[src/logic/otpsf_map.svh]
// Offsets, field positions, reset values and timing counts of the special-function control bank.
// Assumes a byte-wide register port with 8-bit addresses.
`ifndef OTPSF_MAP_SVH
`define OTPSF_MAP_SVH

// Register offsets
`define OTPSF_ADDR_PROG_LOCK 8'h15
`define OTPSF_ADDR_SPECIAL_ONE 8'h16
`define OTPSF_ADDR_SPECIAL_TWO 8'h17
`define OTPSF_ADDR_LOCKOUT 8'h18

// fuse_program_lock fields
`define OTPSF_PL_LOCK_BIT 3

// special_control_one fields
`define OTPSF_S1_SENSE_BIT 0
`define OTPSF_S1_BLOW_BIT 1
`define OTPSF_S1_SHUTDOWN_BIT 2
`define OTPSF_S1_OVR_BIT 3

// special_control_two fields
`define OTPSF_S2_PDOWN_BIT 0

// special_feature_lockout fields
`define OTPSF_LK_OVR_BIT 0
`define OTPSF_LK_OTP_BIT 1
`define OTPSF_LK_PDOWN_BIT 3
`define OTPSF_LK_SHUTDOWN_BIT 4
`define OTPSF_LK_MASK 8'h1b

// Reset values
`define OTPSF_SPECIAL_ONE_RESET 8'h00
`define OTPSF_SPECIAL_TWO_RESET 8'h00
`define OTPSF_LOCKOUT_RESET 8'h00

// Timing
`define OTPSF_CLK_PERIOD_NS 5
`define OTPSF_FUSE_BLOW_NS 1000
`define OTPSF_FUSE_BLOW_CYCLES (`OTPSF_FUSE_BLOW_NS / `OTPSF_CLK_PERIOD_NS)

`endif

[src/logic/otpsf_pkg.sv]
// Types shared by the special-function control bank and its fuse sequencer.
// Assumes otpsf_map.svh supplies all numeric constants.
package otpsf_pkg;

    typedef enum logic [1:0]
    {
        OTPSF_SEQ_IDLE = 2'b00,
        OTPSF_SEQ_BLOW = 2'b01,
        OTPSF_SEQ_DONE = 2'b10
    } otpsf_seq_state_t;

    typedef struct packed
    {
        otpsf_seq_state_t state;
        logic [15:0] count;
        logic blow;
        logic busy;
    } otpsf_seq_t;

    typedef struct packed
    {
        logic sense_low;
        logic blow_en;
        logic sw_shutdown;
        logic override;
        logic sw_pdown;
        logic [7:0] lockout;
        logic burn_start;
        logic [7:0] rdata;
        logic rd_hit;
        logic shutdown_out_n;
        logic power_down;
        logic override_active;
        logic fuse_blow_enable;
        logic reg_override_allow;
        logic otp_allow;
    } otpsf_ctrl_t;

endpackage

[src/logic/otpsf_fuse_if.sv]
// Carrier between the control bank and the fuse blow sequencer.
// Both ends share the control bank's clock.
interface otpsf_fuse_if;
    logic start;
    logic busy;
    logic blow;

    modport ctrl
    (
        output start,
        input busy,
        input blow
    );

    modport seq
    (
        input start,
        output busy,
        output blow
    );
endinterface

[src/logic/otpsf_fuse_seq.sv]
// Fuse blow sequencer: one start request gives one blow pulse of fixed length.
// Assumes start is a one-cycle pulse from the control bank, honoured only while idle.
`include "otpsf_map.svh"

module otpsf_fuse_seq
#(
    parameter int unsigned BLOW_CYCLES = `OTPSF_FUSE_BLOW_CYCLES
)
(
    // Clock and reset
    input wire logic clk,
    input wire logic rst,
    input wire logic ce,
    // Control side
    otpsf_fuse_if.seq fuse
);

    localparam logic [15:0] BLOW_LAST = 16'(BLOW_CYCLES - 1);

    otpsf_pkg::otpsf_seq_t st;
    otpsf_pkg::otpsf_seq_t next_st;

    always_comb
    begin
        next_st = st;
        case (st.state)
            otpsf_pkg::OTPSF_SEQ_IDLE:
            begin
                if (fuse.start)
                begin
                    next_st.state = otpsf_pkg::OTPSF_SEQ_BLOW;
                    next_st.count = 16'h0000;
                    next_st.blow = 1'b1;
                end
            end
            otpsf_pkg::OTPSF_SEQ_BLOW:
            begin
                if (st.count == BLOW_LAST)
                begin
                    next_st.state = otpsf_pkg::OTPSF_SEQ_DONE;
                    next_st.blow = 1'b0;
                end
                else
                begin
                    next_st.count = st.count + 16'h0001;
                end
            end
            otpsf_pkg::OTPSF_SEQ_DONE:
            begin
                // One settle cycle so the fuse sense sees a finished blow
                next_st.state = otpsf_pkg::OTPSF_SEQ_IDLE;
            end
            default:
            begin
                next_st.state = otpsf_pkg::OTPSF_SEQ_IDLE;
                next_st.blow = 1'b0;
            end
        endcase
        // Busy is registered so the bank's output comes straight from a flop
        next_st.busy = (next_st.state != otpsf_pkg::OTPSF_SEQ_IDLE);
    end

    always_ff @(posedge clk)
    begin
        if (rst)
        begin
            st.state <= otpsf_pkg::OTPSF_SEQ_IDLE;
            st.count <= 16'h0000;
            st.blow <= 1'b0;
            st.busy <= 1'b0;
        end
        else if (ce)
        begin
            st <= next_st;
        end
    end

    assign fuse.blow = st.blow;
    assign fuse.busy = st.busy;

endmodule // otpsf_fuse_seq

[src/logic/otpsf_ctrl.sv]
// Special-function control bank: fuse program lock, special controls one and two, feature lockout.
// Assumes the serial core presents byte accesses on wr_en/rd_en with addr and wdata, one cycle each,
// and that the fuse array reports the burned program lock as a level synchronous to clk.
//
// What this block does
// - A burned program lock inhibits every further fuse programming, as do lockout bit 1 and a clear special control one bit 1.
// - The program lock acts only once burned into the fuse store, never from a volatile bit.
// - Special control one bit 0 selects the fuse readback sense current, 0 for 5 uA and 1 for 0.55 uA.
// - Special control one bit 1 must be one for any fuse to be blown.
// - Special control one bit 2 set by software drives the active-low shutdown output low.
// - Special control one bit 3 lets register writes override the permanent settings.
// - Special control two bit 0 puts the device into software power-down.
// - Lockout bit 0 blocks override of all register values.
// - Lockout bit 0 still leaves special control one bits 2..0 and special control two bit 0 writable.
// - Lockout bit 1 disables the one-time-programmable function entirely.
// - Lockout bit 3 keeps software power-down from taking effect.
// - Lockout bit 4 keeps software from asserting the shutdown output.
// - Lockout bits can only be set by writes and stay set until power-on reset.
`include "otpsf_map.svh"

module otpsf_ctrl
#(
    parameter int unsigned BLOW_CYCLES = `OTPSF_FUSE_BLOW_CYCLES
)
(
    // Clock and reset
    input wire logic clk,
    input wire logic rst,
    input wire logic ce,
    // Register port from the serial core
    input wire logic wr_en,
    input wire logic rd_en,
    input wire logic [7:0] addr,
    input wire logic [7:0] wdata,
    output logic [7:0] rdata,
    output logic rd_hit,
    // Fuse array
    input wire logic fuse_lock_burned,
    output logic fuse_sense_low_current,
    output logic fuse_blow,
    output logic fuse_busy,
    // Device controls
    output logic shutdown_out_n,
    output logic power_down,
    output logic override_active,
    output logic reg_override_allow,
    output logic otp_allow
);

    // Registered state and its next value
    otpsf_pkg::otpsf_ctrl_t st;
    otpsf_pkg::otpsf_ctrl_t next_st;
    otpsf_fuse_if fuse_bus ();

    // Decoded write strobes and lock views
    logic wr_pl;
    logic wr_s1;
    logic wr_s2;
    logic wr_lk;
    logic ovr_locked;
    logic blow_ok;
    logic [7:0] lockout_next;
    logic shutdown_locked_next;
    logic pdown_locked_next;
    logic ovr_locked_next;
    logic otp_locked_next;

    // Readback mux over the current state
    logic [7:0] read_byte;
    logic read_mapped;

    otpsf_fuse_seq
    #(
        .BLOW_CYCLES(BLOW_CYCLES)
    )
    u_fuse_seq
    (
        .clk(clk),
        .rst(rst),
        .ce(ce),
        .fuse(fuse_bus.seq)
    );

    assign wr_pl = wr_en && (addr == `OTPSF_ADDR_PROG_LOCK);
    assign wr_s1 = wr_en && (addr == `OTPSF_ADDR_SPECIAL_ONE);
    assign wr_s2 = wr_en && (addr == `OTPSF_ADDR_SPECIAL_TWO);
    assign wr_lk = wr_en && (addr == `OTPSF_ADDR_LOCKOUT);
    assign ovr_locked = st.lockout[`OTPSF_LK_OVR_BIT];
    // Blowing needs the enable, an unlocked OTP function and an unburned program lock
    assign blow_ok = st.fuse_blow_enable && !fuse_lock_burned;

    // Lockout bits are set-only; zeros written are ignored
    assign lockout_next = wr_lk ? (st.lockout | (wdata & `OTPSF_LK_MASK)) : st.lockout;
    // A lock set by this very write already gates the outputs it launches
    assign shutdown_locked_next = lockout_next[`OTPSF_LK_SHUTDOWN_BIT];
    assign pdown_locked_next = lockout_next[`OTPSF_LK_PDOWN_BIT];
    assign ovr_locked_next = lockout_next[`OTPSF_LK_OVR_BIT];
    assign otp_locked_next = lockout_next[`OTPSF_LK_OTP_BIT];

    // Readback mux over the current state; reserved bits read 0
    always_comb
    begin
        read_byte = 8'h00;
        read_mapped = 1'b1;
        case (addr)
            `OTPSF_ADDR_PROG_LOCK:
            begin
                read_byte[`OTPSF_PL_LOCK_BIT] = fuse_lock_burned;
            end
            `OTPSF_ADDR_SPECIAL_ONE:
            begin
                read_byte[`OTPSF_S1_SENSE_BIT] = st.sense_low;
                read_byte[`OTPSF_S1_BLOW_BIT] = st.blow_en;
                read_byte[`OTPSF_S1_SHUTDOWN_BIT] = st.sw_shutdown;
                read_byte[`OTPSF_S1_OVR_BIT] = st.override;
            end
            `OTPSF_ADDR_SPECIAL_TWO:
            begin
                read_byte[`OTPSF_S2_PDOWN_BIT] = st.sw_pdown;
            end
            `OTPSF_ADDR_LOCKOUT:
            begin
                read_byte = st.lockout;
            end
            default:
            begin
                read_mapped = 1'b0;
            end
        endcase
    end

    always_comb
    begin
        next_st = st;
        next_st.burn_start = 1'b0;

        // Special control one: low three bits stay writable under the override lock
        if (wr_s1)
        begin
            next_st.sense_low = wdata[`OTPSF_S1_SENSE_BIT];
            next_st.blow_en = wdata[`OTPSF_S1_BLOW_BIT];
            next_st.sw_shutdown = wdata[`OTPSF_S1_SHUTDOWN_BIT];
            if (!ovr_locked)
            begin
                next_st.override = wdata[`OTPSF_S1_OVR_BIT];
            end
        end

        // Special control two
        if (wr_s2)
        begin
            next_st.sw_pdown = wdata[`OTPSF_S2_PDOWN_BIT];
        end

        // Lockout follows the set-only merge
        next_st.lockout = lockout_next;

        // Writing the program lock only requests a burn; nothing volatile is kept
        if (wr_pl && wdata[`OTPSF_PL_LOCK_BIT] && blow_ok && !fuse_bus.busy)
        begin
            next_st.burn_start = 1'b1;
        end

        // Readback holds its byte until the next mapped or unmapped read
        next_st.rd_hit = 1'b0;
        if (rd_en)
        begin
            next_st.rdata = read_byte;
            next_st.rd_hit = read_mapped;
        end

        // Registered device controls, from the post-write state
        next_st.shutdown_out_n = !(next_st.sw_shutdown && !shutdown_locked_next);
        next_st.power_down = next_st.sw_pdown && !pdown_locked_next;
        next_st.override_active = next_st.override && !ovr_locked_next;
        next_st.reg_override_allow = !ovr_locked_next;
        next_st.otp_allow = !otp_locked_next && !fuse_lock_burned;
        next_st.fuse_blow_enable = next_st.blow_en && next_st.otp_allow;
    end

    always_ff @(posedge clk)
    begin
        if (rst)
        begin
            st.sense_low <= 1'(`OTPSF_SPECIAL_ONE_RESET >> `OTPSF_S1_SENSE_BIT);
            st.blow_en <= 1'(`OTPSF_SPECIAL_ONE_RESET >> `OTPSF_S1_BLOW_BIT);
            st.sw_shutdown <= 1'(`OTPSF_SPECIAL_ONE_RESET >> `OTPSF_S1_SHUTDOWN_BIT);
            st.override <= 1'b0;
            st.sw_pdown <= 1'b0;
            st.lockout <= `OTPSF_LOCKOUT_RESET;
            st.burn_start <= 1'b0;
            st.rdata <= 8'h00;
            st.rd_hit <= 1'b0;
            st.shutdown_out_n <= 1'b1;
            st.power_down <= 1'b0;
            st.override_active <= 1'b0;
            st.fuse_blow_enable <= 1'b0;
            st.reg_override_allow <= 1'b1;
            st.otp_allow <= 1'b1;
        end
        // Clock enable low freezes every field, the burn request included
        else if (ce)
        begin
            st <= next_st;
        end
    end

    // Start is gated by ce so a frozen bank never launches a blow
    assign fuse_bus.start = st.burn_start && ce;

    assign rdata = st.rdata;
    assign rd_hit = st.rd_hit;
    assign fuse_sense_low_current = st.sense_low;
    assign fuse_blow = fuse_bus.blow;
    assign fuse_busy = fuse_bus.busy;
    assign shutdown_out_n = st.shutdown_out_n;
    assign power_down = st.power_down;
    assign override_active = st.override_active;
    assign reg_override_allow = st.reg_override_allow;
    assign otp_allow = st.otp_allow;

endmodule // otpsf_ctrl

[config.mk]
export PLATFORM = sky130hd
export DESIGN_NAME = otpsf_ctrl
export DESIGN_NICKNAME = d
export VERILOG_FILES = /design/src/logic/otpsf_pkg.sv /design/src/logic/otpsf_fuse_if.sv /design/src/logic/otpsf_fuse_seq.sv /design/src/logic/otpsf_ctrl.sv
export VERILOG_INCLUDE_DIRS = /design/src /design/src/logic
export SDC_FILE = /design/constraint.sdc
export NUM_CORES = 1
export LEC_CHECK = 0
export ABC_AREA = 1
export BUFFER_PORTS_ARGS = -buffer_cell sky130_fd_sc_hd__buf_2
export CAP_MARGIN = 20
export CORE_UTILIZATION = 56
export CTS_CLUSTER_DIAMETER = 120
export DETAILED_ROUTE_END_ITERATION = 10
export PLACE_DENSITY_LB_ADDON = 0.3
export SLEW_MARGIN = 0
export SYNTH_ARGS = -nofsm -noshare
export SYNTH_HDL_FRONTEND = slang
export SYNTH_SLANG_ARGS = --single-unit
export TNS_END_PERCENT = 1
[constraint.sdc]
create_clock -name clk -period 2.15 [get_ports clk]
set_clock_uncertainty 0.15 [all_clocks]
set_input_delay 0.5375 -clock clk [delete_from_list [all_inputs] [get_ports clk]]
set_output_delay 0.5375 -clock clk [all_outputs]
set_load 0.1 [all_outputs]
==> metrics <==
status complete, no violations; Critical Path RT 2.19 ns; Post-synth EDFFs 0; cts hold-fix bufs 0; clock power share 33.4%; Post-Synth Simple-Gate Area 38.42%; Num CTS Buffers 5; Vert. Die Dim 66.48 µm; Netlist cell types 31; part of the power in registers 54.6%; FP Rows 23; clk buf depth 2; IO Port Bufs 32; first-pass GRT wire length 8266 µm; Layout area overhead 10.48%; Final GP Congestion 0.8834; n_diodes 0; min setup slack post-route 0.3531 ns; grt ovf 0; final hold viol count 0; hpwl dp 3746 µm; fin. max-slew vios 0; worst hold path class reg -> reg; Most Crowded Layer GR met2; CP endpoint kind register; vias in the first global route 1,927; Sum Neg Setup Slack 0 ns; Max Fclk 556.5 MHz; asr flop ratio synth 0%; fin crit share 83.58%; Cell Area, Synth 0.002328 mm²; r2r setup slk 0.35 ns; Total Routed Length 5121 µm; DRC 0; Clock Sinks 42; Post-CTS Repair Setup Buffers 0; maximum number of pins on one net before global-route repair 27; hold path startpoint st[27]$_SDFFE_PP0P_; root buf cell clkbuf_8; GR Layer Usage met2 36.22%; vias 2,293; leading area contributor after synthesis dfxtp_1; die width 66.48 µm; core area 0.004000 mm²; worst skew pair latency 0.30 ns; Comb pwr share 11.9%; DR iter-0 viols 208; largest family of logic cells by synthesized area simple AND/OR/NAND/NOR gates; Place WS 0.2601 ns; GR Util met1 34.70%; final setup violation count 0; die area 0.004420 mm²; critical path class reg -> reg; Adder-Cell Fraction of Synth Area 0.5373%; RSZ-0062 raised after global routing false; WL per Instance 11.61 µm; Synth top area share 36.11%; drt first pass iters 5; initial core utilization 58.21%; Crit. Startpoint u_fuse_seq.st[2]$_SDFFE_PP0P_; Final nets 414; via/cell ratio 5.200; Mapped Cells 361; Switching Share 27.48%; Net Sw Power 396.4 µW; Synth Area per Inst 6.450 µm²; most frequent cell after synthesis nand2_1; Max Cap Viol 0; Compound-Gate Fraction of Synth Area 11.39%; crit path launch type register; synth warn 0; initial antenna violation count 0; pwr dens 560.7 mW/mm²; Synth area leaders dfxtp_1 (36%), nand2_1 (13%), nor2_1 (9.2%); crit path time final 1.797 ns; Main synth FF type dfxtp_1; Synth top cells by count nand2_1 (80), nor2_1 (57), dfxtp_1 (42); Worst R2R Start u_fuse_seq.st[2]$_SDFFE_PP0P_; LEAKAGE 1.089 nW; met3 usage 5.479%; deepest level of the CTS H-tree 2; GRT Overall Usage 24.77%; sequential-to-total area share from yosys stat 36.11%; post-route ant nets 0; WP data arrival 1.84 ns; mux cell area share after synthesis 0%; Peak supply drop 393.5 µV; Reg clk slew, reported paths 0.07 ns; XOR/XNOR Fraction of Synth Area 0.7523%; IO Pins 39; share of layout cells above drive strength 1 16.37%; cts repair resizes 0; Internal 1.046 mW; CTS tree yes; crit-path max FO 16; register bit count reported by yosys 42
[state kept, by name, indices dropped and copies added (netlist names)]
signal / count
u_fuse_seq.st: 18
st: 9
rdata: 5
fuse_sense_low_current: 1
otp_allow: 1
override_active: 1
ovr_locked: 1
power_down: 1
rd_hit: 1
reg_override_allow: 1
shutdown_out_n: 1
u_fuse_seq.fuse.blow: 1
u_fuse_seq.fuse.busy: 1
[placed cells by master, fill, tap and decap left out]
cell,netlist,final
nand3b_1,1,1
nand2_1,80,80
nor2_4,1,1
nand2_4,1,1
nand3_2,2,2
nand2_2,2,2
o21a_1,1,1
ha_1,1,1
a21oi_1,28,28
buf_4,9,8
clkbuf_1,6,2
o21bai_1,1,1
o21ai_1,1,1
nor2_2,8,8
xor2_1,2,2
nor3b_1,1,1
inv_2,3,3
o21ai_0,18,18
nand3_4,1,1
nand3_1,31,31
inv_4,1,1
clkbuf_8,0,5
inv_1,39,39
dfxtp_1,42,42
buf_2,2,32
nor3_1,5,5
a211oi_1,2,2
clkinv_1,2,2
nor2_1,57,57
conb_1,1,3
nand4_1,10,10
[final timing paths]
path / end / depth (start not counted)
worst max register to register: u_fuse_seq.st[6]$_SDFFE_PP0P_ / 12
worst max-delay path: u_fuse_seq.st[6]$_SDFFE_PP0P_ / 12
worst min register to register: st[27]$_SDFFE_PP0P_ / 2
worst min-delay path: st[27]$_SDFFE_PP0P_ / 2
[area by class of cell]
type                            count  area, µm²
Inverter                           45      171.4
Multi-Input combinational cell    257       1201
Tap cell                           50      62.56
Fill cell                         379       1428
Timing Repair Buffer               40      220.2
Sequential cell                    42      840.8
Clock buffer                        7      76.32
[kinds of logic (layout without fill, tap and decap cells)]
logic type	count (synthesis)	count (layout)
compound gates	51	51
flops	42	42
xor+xnor	2	2
simple gates	200	200
fa+ha+maj	1	1
other cells	1	3
buf+inv	64	92
[metal layers]
metal | vias up | share of wire, %
met3 | 7 | 6.2
met2 | 72 | 42
met5 | - | 0
met1 | 1016 | 51
met4 | 0 | 0.96
li1 | 1198 | -
[stage by stage]
stage	std cells	util, %	hold WS, ns	area [µm²]	power, mW
floorplan	363	-	0.2943	2336	0.9418
global placement	434	62.40	0.2966	2496	0.9768
detailed placement	434	62.40	0.3036	2496	0.9780
CTS	441	64.31	0.3157	2572	1.449
global route	441	64.31	0.3436	2572	1.496
finish	441	64.31	0.3181	2572	1.442
[critical path, cell delays in order, from the launching register on]
cell and delay, ns:
dfxtp_1 0.37, ha_1 0.18, nand2_1 0.10, inv_2 0.08, nand2_2 0.06, nor2_4 0.13
nand3_4 0.10, nand2_4 0.20, inv_4 0.12, nand2_1 0.08, nand2_1 0.04, inv_1 0.04
nor2_1 0.03
[power by group through the flow]
stage | logic, mW | clock network [mW] | registers, mW
final | 0.172 | 0.482 | 0.788
after global routing | 0.184 | 0.523 | 0.789
after CTS | 0.172 | 0.489 | 0.788
after detailed placement | 0.172 | 0 | 0.806
after global placement | 0.171 | 0 | 0.806
after floorplan | 0.112 | 0 | 0.830
Note: power is estimated with default switching activity, not from simulation.
